## src/sdac_params.svh

```systemverilog
// constants for the direct-access command decoder
`ifndef SDAC_PARAMS_SVH
`define SDAC_PARAMS_SVH
`define SDAC_OP_READ        8'h08
`define SDAC_OP_WRITE       8'h0A
`define SDAC_OP_SEEK        8'h0B
`define SDAC_OP_MSEL        8'h15
`define SDAC_CNT_ZERO_LEN   9'h100
`define SDAC_ST_GOOD        8'h00
`define SDAC_ST_CHECK       8'h02
`define SDAC_ST_RESV        8'h18
`define SDAC_SK_NONE        4'h0
`define SDAC_SK_RECOVERED   4'h1
`define SDAC_SK_MEDIUM      4'h3
`define SDAC_SK_ILLEGAL     4'h5
`define SDAC_SK_UNIT_ATTN   4'h6
`define SDAC_SK_ABORTED     4'hB
`define SDAC_HDR_MEDIUM     2'h1
`define SDAC_HDR_BDLEN      2'h3
`define SDAC_MEDIUM_DEFAULT 8'h00
`define SDAC_ADDR_CMD       4'h0
`define SDAC_ADDR_STATUS    4'h1
`define SDAC_ADDR_SENSE     4'h2
`define SDAC_ADDR_INFO      4'h3
`define SDAC_ADDR_MODE      4'h4
`define SDAC_ADDR_CAPACITY  4'h5
`define SDAC_CAPACITY_RST   21'h000100
`endif

```

## src/sdac_pkg.sv

```systemverilog
// types for the direct-access command decoder
package sdac_pkg;
    typedef struct packed {
        logic [7:0]  opcode;
        logic [2:0]  lun;
        logic [20:0] lba;
        logic [7:0]  length;
        logic [1:0]  vendor;
        logic        flag;
        logic        link;
    } sdac_cdb_type;

    typedef struct packed {
        logic        valid;
        logic        write;
        logic [20:0] lba;
    } sdac_blk_type;

    typedef enum logic [4:0] {
        SDAC_IDLE  = 5'h01,
        SDAC_XFER  = 5'h02,
        SDAC_MSEL  = 5'h04,
        SDAC_STAT  = 5'h08,
        SDAC_WAIT  = 5'h10
    } sdac_state_type;
endpackage : sdac_pkg

```

## src/sdac_decode.sv

```systemverilog
// six-byte direct-access command decoder and executor
//
// Added by the designer: the strobed register port and the address map.
`timescale 1ns/100ps
`default_nettype none
`include "sdac_params.svh"
module sdac_decode
    import sdac_pkg::*;
#(
    parameter int LBA_W = 21                    // logical block address width
) (
    input  wire logic        core_clk_i,        // 200 MHz system clock
    input  wire logic        srst_i,            // synchronous reset, high
    input  wire logic        cmd_valid_i,       // one-cycle command byte strobe
    input  wire logic [7:0]  cmd_byte_i,        // command block byte
    input  wire logic        resv_conflict_i,   // reservation conflict level
    input  wire logic        unit_attn_i,       // reset or medium change pulse
    input  wire logic        rd_err_i,          // unrecoverable medium read error
    input  wire logic        rd_recov_i,        // recovered read error
    input  wire logic        abort_i,           // overrun or retryable error
    input  wire logic        dout_valid_i,      // data out byte from initiator
    input  wire logic [7:0]  dout_byte_i,       // data out byte value
    output logic             dout_ready_o,      // target takes data out bytes
    input  wire logic        blk_done_i,        // media finished one block
    output sdac_blk_type     blk_o,             // block request to the media
    output logic             stat_valid_o,      // status byte strobe
    output logic [7:0]       stat_byte_o,       // status byte
    output logic             linked_o,          // link bit of ending command
    output logic             flag_o,            // flag bit of ending command
    input  wire logic        stat_ack_i,        // status taken
    input  wire logic [3:0]  reg_addr_i,        // register address
    input  wire logic [31:0] reg_wdata_i,       // register write data
    input  wire logic        reg_wr_i,          // register write strobe
    input  wire logic        reg_rd_i,          // register read strobe
    output logic [31:0]      reg_rdata_o        // read data, one cycle later
);

    // opcode classification used by decode and by the error checks
    function automatic logic sdac_is_xfer(input logic [7:0] op);
        return (op == `SDAC_OP_READ) || (op == `SDAC_OP_WRITE);
    endfunction : sdac_is_xfer

    function automatic logic sdac_known(input logic [7:0] op);
        return sdac_is_xfer(op) || (op == `SDAC_OP_SEEK) || (op == `SDAC_OP_MSEL);
    endfunction : sdac_known

    sdac_state_type    state_q, state_d;
    logic [47:0]       shreg_q, shreg_d;
    logic [2:0]        bcnt_q, bcnt_d;
    sdac_cdb_type      cdb_q, cdb_d;
    logic [8:0]        left_q, left_d;
    logic [LBA_W-1:0]  cur_q, cur_d;
    logic              busy_q, busy_d;
    logic [7:0]        plen_q, plen_d;
    logic [7:0]        pidx_q, pidx_d;
    logic [7:0]        bdlen_q, bdlen_d;
    logic [7:0]        medium_q, medium_d;
    logic [7:0]        status_q, status_d;
    logic [3:0]        sense_q, sense_d;
    logic [LBA_W-1:0]  info_q, info_d;
    logic [LBA_W-1:0]  cap_q, cap_d;
    logic              ua_q, ua_d;
    logic              fin_q, fin_d;
    logic [31:0]       rdata_q, rdata_d;
    sdac_cdb_type      cdb_w;
    logic [LBA_W:0]    end_w;

    // assemble the six bytes into named fields
    always_comb begin
        cdb_w.opcode = shreg_q[47:40];
        cdb_w.lun    = shreg_q[39:37];
        cdb_w.lba    = shreg_q[36:16];
        cdb_w.length = shreg_q[15:8];
        cdb_w.vendor = shreg_q[7:6];
        cdb_w.flag   = shreg_q[1];
        cdb_w.link   = shreg_q[0];
    end

    // block after the last of the request, one bit wider to catch wrap past capacity
    assign end_w = {1'b0, cdb_w.lba} + {{(LBA_W-8){1'b0}},
                   (cdb_w.length == 8'h00) ? `SDAC_CNT_ZERO_LEN : {1'b0, cdb_w.length}};

    // command engine next state
    always_comb begin
        state_d  = state_q;
        shreg_d  = shreg_q;
        bcnt_d   = bcnt_q;
        cdb_d    = cdb_q;
        left_d   = left_q;
        cur_d    = cur_q;
        busy_d   = busy_q;
        plen_d   = plen_q;
        pidx_d   = pidx_q;
        bdlen_d  = bdlen_q;
        medium_d = medium_q;
        status_d = status_q;
        sense_d  = sense_q;
        info_d   = info_q;
        cap_d    = cap_q;
        fin_d    = 1'b0;
        // set wins over the clear done by the next command
        ua_d     = ua_q;
        case (state_q)
            SDAC_IDLE: begin
                if (cmd_valid_i) begin
                    shreg_d = {shreg_q[39:0], cmd_byte_i};
                    bcnt_d  = bcnt_q + 3'h1;
                end
                if (bcnt_q == 3'h6) begin
                    bcnt_d   = 3'h0;
                    cdb_d    = cdb_w;
                    status_d = `SDAC_ST_GOOD;
                    sense_d  = `SDAC_SK_NONE;
                    cur_d    = cdb_w.lba;
                    left_d   = (cdb_w.length == 8'h00) ? `SDAC_CNT_ZERO_LEN
                                                       : {1'b0, cdb_w.length};
                    state_d  = SDAC_STAT;
                    if (!sdac_known(cdb_w.opcode)) begin
                        status_d = `SDAC_ST_CHECK;
                        sense_d  = `SDAC_SK_ILLEGAL;
                    end else if (resv_conflict_i) begin
                        status_d = `SDAC_ST_RESV;
                    end else if (ua_q) begin
                        status_d = `SDAC_ST_CHECK;
                        sense_d  = `SDAC_SK_UNIT_ATTN;
                        ua_d     = unit_attn_i;
                    end else if ((sdac_is_xfer(cdb_w.opcode) && end_w > {1'b0, cap_q})
                                 || (cdb_w.opcode == `SDAC_OP_SEEK && cdb_w.lba >= cap_q)) begin
                        status_d = `SDAC_ST_CHECK;
                        sense_d  = `SDAC_SK_ILLEGAL;
                        info_d   = (cdb_w.lba >= cap_q) ? cdb_w.lba : cap_q;
                    end else if (sdac_is_xfer(cdb_w.opcode)) begin
                        state_d  = SDAC_XFER;
                    end else if (cdb_w.opcode == `SDAC_OP_MSEL) begin
                        plen_d   = cdb_w.length;
                        pidx_d   = 8'h00;
                        bdlen_d  = 8'h00;
                        medium_d = `SDAC_MEDIUM_DEFAULT;
                        state_d  = (cdb_w.length == 8'h00) ? SDAC_STAT : SDAC_MSEL;
                    end
                    // seek ends at once with good status, no data phase
                end
            end
            SDAC_XFER: begin
                if (rd_err_i || rd_recov_i || abort_i) begin
                    status_d = `SDAC_ST_CHECK;
                    sense_d  = abort_i ? `SDAC_SK_ABORTED :
                               rd_err_i ? `SDAC_SK_MEDIUM : `SDAC_SK_RECOVERED;
                    info_d   = cur_q;
                    busy_d   = 1'b0;
                    state_d  = SDAC_STAT;
                end else if (!busy_q) begin
                    busy_d = 1'b1;                         // one block in flight
                end else if (blk_done_i) begin
                    busy_d = 1'b0;
                    cur_d  = cur_q + {{(LBA_W-1){1'b0}}, 1'b1};
                    left_d = left_q - 9'h001;
                    if (left_q == 9'h001) begin
                        state_d = SDAC_STAT;
                    end
                end
            end
            SDAC_MSEL: begin
                if (dout_valid_i) begin
                    pidx_d = pidx_q + 8'h01;
                    // header first, then descriptors and vendor bytes
                    if (pidx_q == {6'h00, `SDAC_HDR_MEDIUM}) begin
                        medium_d = dout_byte_i;
                    end
                    if (pidx_q == {6'h00, `SDAC_HDR_BDLEN}) begin
                        bdlen_d = dout_byte_i;
                    end
                    if (pidx_q + 8'h01 == plen_q) begin
                        state_d = SDAC_STAT;
                    end
                end
            end
            SDAC_STAT: begin
                fin_d   = 1'b1;
                state_d = SDAC_WAIT;
            end
            SDAC_WAIT: begin
                if (stat_ack_i) begin
                    state_d = SDAC_IDLE;
                end
            end
            default: begin
                state_d = SDAC_IDLE;
            end
        endcase
        if (unit_attn_i) begin
            ua_d = 1'b1;
        end
        if (reg_wr_i && reg_addr_i == `SDAC_ADDR_CAPACITY) begin
            cap_d = reg_wdata_i[LBA_W-1:0];
        end
    end

    // read data mux, answered in the cycle after the strobe
    always_comb begin
        rdata_d = 32'h0000_0000;
        if (reg_rd_i) begin
            case (reg_addr_i)
                `SDAC_ADDR_CMD:      rdata_d = {24'h000000, cdb_q.opcode};
                `SDAC_ADDR_STATUS:   rdata_d = {18'h00000, ua_q, state_q, status_q};
                `SDAC_ADDR_SENSE:    rdata_d = {28'h0000000, sense_q};
                `SDAC_ADDR_INFO:     rdata_d = {{(32-LBA_W){1'b0}}, info_q};
                `SDAC_ADDR_MODE:     rdata_d = {16'h0000, bdlen_q, medium_q};
                `SDAC_ADDR_CAPACITY: rdata_d = {{(32-LBA_W){1'b0}}, cap_q};
                default:             rdata_d = 32'h0000_0000;
            endcase
        end
    end

    // all state registers
    always_ff @(posedge core_clk_i) begin
        if (srst_i) begin
            state_q  <= SDAC_IDLE;
            shreg_q  <= 48'h0;
            bcnt_q   <= 3'h0;
            cdb_q    <= '0;
            left_q   <= 9'h000;
            cur_q    <= '0;
            busy_q   <= 1'b0;
            plen_q   <= 8'h00;
            pidx_q   <= 8'h00;
            bdlen_q  <= 8'h00;
            medium_q <= `SDAC_MEDIUM_DEFAULT;
            status_q <= `SDAC_ST_GOOD;
            sense_q  <= `SDAC_SK_NONE;
            info_q   <= '0;
            cap_q    <= `SDAC_CAPACITY_RST;
            ua_q     <= 1'b1;                              // target reset counts
            fin_q    <= 1'b0;
            rdata_q  <= 32'h0000_0000;
        end else begin
            state_q  <= state_d;
            shreg_q  <= shreg_d;
            bcnt_q   <= bcnt_d;
            cdb_q    <= cdb_d;
            left_q   <= left_d;
            cur_q    <= cur_d;
            busy_q   <= busy_d;
            plen_q   <= plen_d;
            pidx_q   <= pidx_d;
            bdlen_q  <= bdlen_d;
            medium_q <= medium_d;
            status_q <= status_d;
            sense_q  <= sense_d;
            info_q   <= info_d;
            cap_q    <= cap_d;
            ua_q     <= ua_d;
            fin_q    <= fin_d;
            rdata_q  <= rdata_d;
        end
    end

    // outputs; block request only while a block is in flight
    always_comb begin
        blk_o.valid  = (state_q == SDAC_XFER) && busy_q;
        blk_o.write  = (cdb_q.opcode == `SDAC_OP_WRITE);
        blk_o.lba    = cur_q;
        dout_ready_o = (state_q == SDAC_MSEL);
        stat_valid_o = fin_q;
        stat_byte_o  = status_q;
        linked_o     = cdb_q.link;
        flag_o       = cdb_q.flag;
        reg_rdata_o  = rdata_q;
    end

    // decode cycle of a complete command, and the same with a known opcode, no reservation conflict and no unit attention pending;
    // only the checks below read these
    logic              dec_w;
    logic              clear_w;
    assign dec_w   = (state_q == SDAC_IDLE) && (bcnt_q == 3'h6);
    assign clear_w = dec_w && sdac_known(cdb_w.opcode) && !resv_conflict_i && !ua_q;

    // no media access may start after a command refused for a reservation conflict
    resv_no_media_a: assert property (@(posedge core_clk_i) disable iff (srst_i)
        (dec_w && sdac_known(cdb_w.opcode) && resv_conflict_i)
        |=> (!blk_o.valid && state_q == SDAC_STAT && status_q == `SDAC_ST_RESV))
        else $error("media accessed under reservation conflict");

    illegal_info_a: assert property (@(posedge core_clk_i) disable iff (srst_i)
        (fin_q && sense_q == `SDAC_SK_ILLEGAL && sdac_is_xfer(cdb_q.opcode))
        |-> info_q >= cdb_q.lba)
        else $error("information bytes below request address");

    // block count, both the wrapped zero and the plain value
    zero_len_a: assert property (@(posedge core_clk_i) disable iff (srst_i)
        (state_q == SDAC_IDLE && $past(state_q) == SDAC_IDLE && state_d == SDAC_XFER
         && cdb_w.length == 8'h00) |=> left_q == 9'h100)
        else $error("zero length not taken as 256 blocks");

    len_count_a: assert property (@(posedge core_clk_i) disable iff (srst_i)
        (clear_w && sdac_is_xfer(cdb_w.opcode) && cdb_w.length != 8'h00)
        |=> left_q == {1'b0, $past(cdb_w.length)})
        else $error("block count differs from transfer length");

    msel_zero_a: assert property (@(posedge core_clk_i) disable iff (srst_i)
        (state_d == SDAC_STAT && state_q == SDAC_IDLE && cdb_w.opcode == `SDAC_OP_MSEL
         && cdb_w.length == 8'h00 && status_d == `SDAC_ST_GOOD) |=> ##1 fin_q)
        else $error("empty parameter list not ended");

    ua_report_a: assert property (@(posedge core_clk_i) disable iff (srst_i)
        (dec_w && sdac_known(cdb_w.opcode) && !resv_conflict_i && ua_q)
        |=> (status_q == `SDAC_ST_CHECK && sense_q == `SDAC_SK_UNIT_ATTN))
        else $error("unit attention without check condition");

    // a clean read or write opens at the command address, in the right direction
    xfer_start_a: assert property (@(posedge core_clk_i) disable iff (srst_i)
        (clear_w && sdac_is_xfer(cdb_w.opcode) && end_w <= {1'b0, cap_q})
        |=> (state_q == SDAC_XFER && blk_o.lba == $past(cdb_w.lba)
             && blk_o.write == ($past(cdb_w.opcode) == `SDAC_OP_WRITE)))
        else $error("transfer not started at the command address");

    // out-of-range request is refused before any block is asked for
    bad_addr_a: assert property (@(posedge core_clk_i) disable iff (srst_i)
        (clear_w && sdac_is_xfer(cdb_w.opcode) && end_w > {1'b0, cap_q})
        |=> (state_q == SDAC_STAT && sense_q == `SDAC_SK_ILLEGAL && !blk_o.valid))
        else $error("out-of-range transfer not refused");

    seek_nodata_a: assert property (@(posedge core_clk_i) disable iff (srst_i)
        (dec_w && cdb_w.opcode == `SDAC_OP_SEEK) |=> state_q == SDAC_STAT)
        else $error("seek entered a data phase");

    blk_step_a: assert property (@(posedge core_clk_i) disable iff (srst_i)
        (blk_o.valid && blk_done_i && !rd_err_i && !rd_recov_i && !abort_i
         && left_q != 9'h001) |=> ##1 (blk_o.lba == $past(cur_q, 2) + 1'b1))
        else $error("block address did not step by one");

    // parameter list phase: opened with the right length, medium type byte kept
    msel_entry_a: assert property (@(posedge core_clk_i) disable iff (srst_i)
        (clear_w && cdb_w.opcode == `SDAC_OP_MSEL && cdb_w.length != 8'h00)
        |=> (dout_ready_o && plen_q == $past(cdb_w.length) && pidx_q == 8'h00))
        else $error("parameter list phase not opened");

    msel_count_a: assert property (@(posedge core_clk_i) disable iff (srst_i)
        (state_q == SDAC_MSEL) |-> pidx_q < plen_q)
        else $error("parameter bytes beyond list length");

    medium_take_a: assert property (@(posedge core_clk_i) disable iff (srst_i)
        (state_q == SDAC_MSEL && dout_valid_i && pidx_q == {6'h00, `SDAC_HDR_MEDIUM})
        |=> medium_q == $past(dout_byte_i))
        else $error("medium type byte not stored");

    // error keys in mid transfer; abort outranks a read error in one cycle
    err_key_a: assert property (@(posedge core_clk_i) disable iff (srst_i)
        (state_q == SDAC_XFER && abort_i) |=> sense_q == `SDAC_SK_ABORTED)
        else $error("retryable error not reported as aborted");

    read_err_a: assert property (@(posedge core_clk_i) disable iff (srst_i)
        (state_q == SDAC_XFER && rd_err_i && !abort_i) |=> sense_q == `SDAC_SK_MEDIUM)
        else $error("unrecoverable read error not reported");

endmodule : sdac_decode
`default_nettype wire

```

## config.mk

```make
export PLATFORM = sky130hd
export DESIGN_NAME = sdac_decode
export DESIGN_NICKNAME = d
export VERILOG_FILES = /design/src/sdac_pkg.sv /design/src/sdac_decode.sv
export VERILOG_INCLUDE_DIRS = /design/src
export SDC_FILE = /design/constraint.sdc
export NUM_CORES = 1
export LEC_CHECK = 0
export BUFFER_PORTS_ARGS = -buffer_cell sky130_fd_sc_hd__buf_2
export CORE_MARGIN = 2
export CORE_UTILIZATION = 55
export DETAILED_ROUTE_END_ITERATION = 6
export GPL_TIMING_DRIVEN = 0
export PLACE_DENSITY = 0.74
export SYNTH_ARGS = -nofsm -noshare
export SYNTH_HDL_FRONTEND = slang
export SYNTH_SLANG_ARGS = --single-unit
export TNS_END_PERCENT = 50
```

## constraint.sdc

```tcl
create_clock -name core_clk_i -period 11.72 [get_ports core_clk_i]
set_input_delay 1.172 -clock core_clk_i [delete_from_list [all_inputs] [get_ports core_clk_i]]
set_output_delay 1.172 -clock core_clk_i [all_outputs]
set_load 0.02 [all_outputs]
```

==> reports/metrics.cfg <==
[synthesis]
synth_flop_cell = dfxtp_1
synthCells = 1421
synthTopCellsByCount = nand2_1 (234), dfxtp_1 (200), a21oi_1 (164)
synth.avg_cell_area_um2 = 7.84
synth.most_common_cell = nand2_1
synthDistinctLibCells = 79
ys_warn_count = 0
postSynth.asyncResetShare = 0
synth_area_leaders = dfxtp_1 (36%), nand2_1 (7.9%), a21oi_1 (7.4%), ha_1 (6.3%), nor2_1 (4.5%)
synth_top_area_cell = dfxtp_1
synth_edf_count = 0
synth_top_area_frac = 0.359
ys_seq_elements = 200
syn_area_um2 = 11100
synth_seq_area_share = 0.359

[hold_path]
hold_path_class = reg2reg

[setup_path]
worst-r2r-setup-slack_ns = 6.43
cp.required_ns = 12.04
critPathLaunchType = flip-flop
crit_path_end_kind = flip-flop
path_class = reg2reg
arrival_ns = 5.61
cp_max_fo = 10

[placed_design]
gp_congestion = 1.05
dp.final_hpwl_um = 29000
place.port_buffers = 104
placed_cells_incl_taps = 1810

[clock_network]
h-tree-depth = 4
cts.sinks = 200
ctsResizeCount = 0
cts_setup_buffers = 0
cts-root-buf = clkbuf_16
clk_latency_ns = 0.44
path_clk_slew_ns = 0.08
cts_tree = done
cts_hold_buf = 0
clock_path_buffers = 2
numCtsBuffers = 17

[timing]
fin_tns_setup_ns = 0
setup_viol = 0
fin_crit_sh = 0.451
worst_pin_slew_ns = 1.43
rsz0062_at_grt = no
fmax_mhz = 189
fin_worst_skew_ns = 0.0148
min_period_ns = 5.29
slew_headroom = 0.0374
finalHoldViolCount = 0
maxSlewViolCount = 0

[floorplan]
rows = 52
start_util = 0.556
dieArea_um2 = 21400
ios = 132
die_h_um = 146
coreArea_um2 = 20000
dieWidth_um = 146

[detailed_routing]
drc_errors = 24
drt-total-wl_um = 38500
vias = 11200
dr.pass1.iters = 7
antenna_left = 0
drtIter0Drc = 1359
wl_per_cell_um = 20.9
routed_via_density = 6.07

[global_routing]
grt_overflow = 0
grt_pass1_vias = 10200
grt_use_total = 0.357
grt_pass1_wl_um = 58700
grt_antenna_before_repair = 0
grt_max_degree = 19

[outcome]
violations = DRC
status = complete, but fails checks

[pwr]
p_leak_nw = 5.02
pwr_density_cell_nw_per_um2 = 109
vdd_drop_max_mv = 0.0918

[final_layout]
area_growth_pct = 13.4
drive_above_1_share = 0.123
final_nets = 1681
diodes = 0
final_cells = 1841

[job]
drv_cap = 0

## per-stage QoR
step / area (um2) / hold WS [ns] / worst slack (ns) / utilization / total power [W]
finish: 12600 / 0.456 / 6.43 / 0.630 / 0.00138
global route: 12600 / 0.481 / 6.27 / 0.630 / 0.00142
CTS: 12600 / 0.457 / 6.51 / 0.630 / 0.00138
detailed placement: 12100 / 0.446 / 6.54 / 0.602 / 0.000803
global placement: 12100 / 0.440 / 6.58 / 0.602 / 0.000802
floorplan: 11200 / 0.432 / 7.48 / - / 0.000765
## kinds of logic after synthesis
kind of cell | share of synthesized area
compound gates | 0.219
xor+xnor | 0.0220
fa+ha+maj | 0.0647
buf+inv | 0.0613
flops | 0.359
mux | 0.0402
other cells | 0.000337
simple gates | 0.233
## per-layer routing
layer  global-route usage  routed length (um)
met1                0.490               16100
met3               0.0672                4020
met2                0.545               16500
met4                0.166                1920
met5                    0                   0
## report_power, final
group	total, W	switching, W	internal, W
registers	0.000693	0.00000919	0.000684
clock network	0.000592	0.000286	0.000306
logic	0.0000970	0.0000641	0.0000329
total	0.00138	0.000359	0.00102
## worst max-delay path, cell delays in order (launching register included)
cell and delay (ns):
dfxtp_1 0.47, or4_1 0.57, nor2_1 0.45, ha_1 0.41, and2_1 0.19, o21a_1 0.21
inv_1 0.08, nand2_1 0.11, and3_1 0.21, xor2_1 0.14, ha_1 0.31, a21o_1 0.16
a21oi_1 0.21, o21ai_0 0.15, o41ai_2 0.46, o21bai_4 0.16, a211o_2 0.40, buf_6 0.17
mux2_4 0.30
## sequential cells by signal (all words and copies together), names as in the netlist, 5 cells and up
name	cells
bdlen_q	8
cap_q	21
cdb_q	8
cur_q	21
info_q	21
left_q	9
medium_q	8
pidx_q	8
plen_q	8
reg_rdata_o	21
shreg_q	48
state_q	5
## cell usage in the layout, fill, tap and decap left out, types with 20 or more instances in the layout
cell / instances
a22oi_1: 34
a21oi_1: 164
mux2i_1: 29
dfxtp_1: 200
nand2_1: 234
buf_2: 113
ha_1: 56
nor2_1: 134
nand2b_1: 20
nand3_1: 41
clkbuf_1: 76
inv_1: 43
o21ai_0: 77
## final cells by class
class	instances	area [um2]
inverter	44	165
fill	1879	7410
clock buffer	19	443
sequential	200	4000
multi-input combinational	1083	6510
timing repair buffer	104	520
buffer	109	518
clock inverter	12	130
tap	270	338
## final timing paths
kind	to	depth (start not counted)	from
worst max-delay path	info_q[5]	18	shreg_q[9]
worst min-delay path	shreg_q[11]	2	shreg_q[3]
worst max register to register	info_q[5]	18	shreg_q[9]
worst min register to register	shreg_q[11]	2	shreg_q[3]
Power figures use the tool's default switching activity.
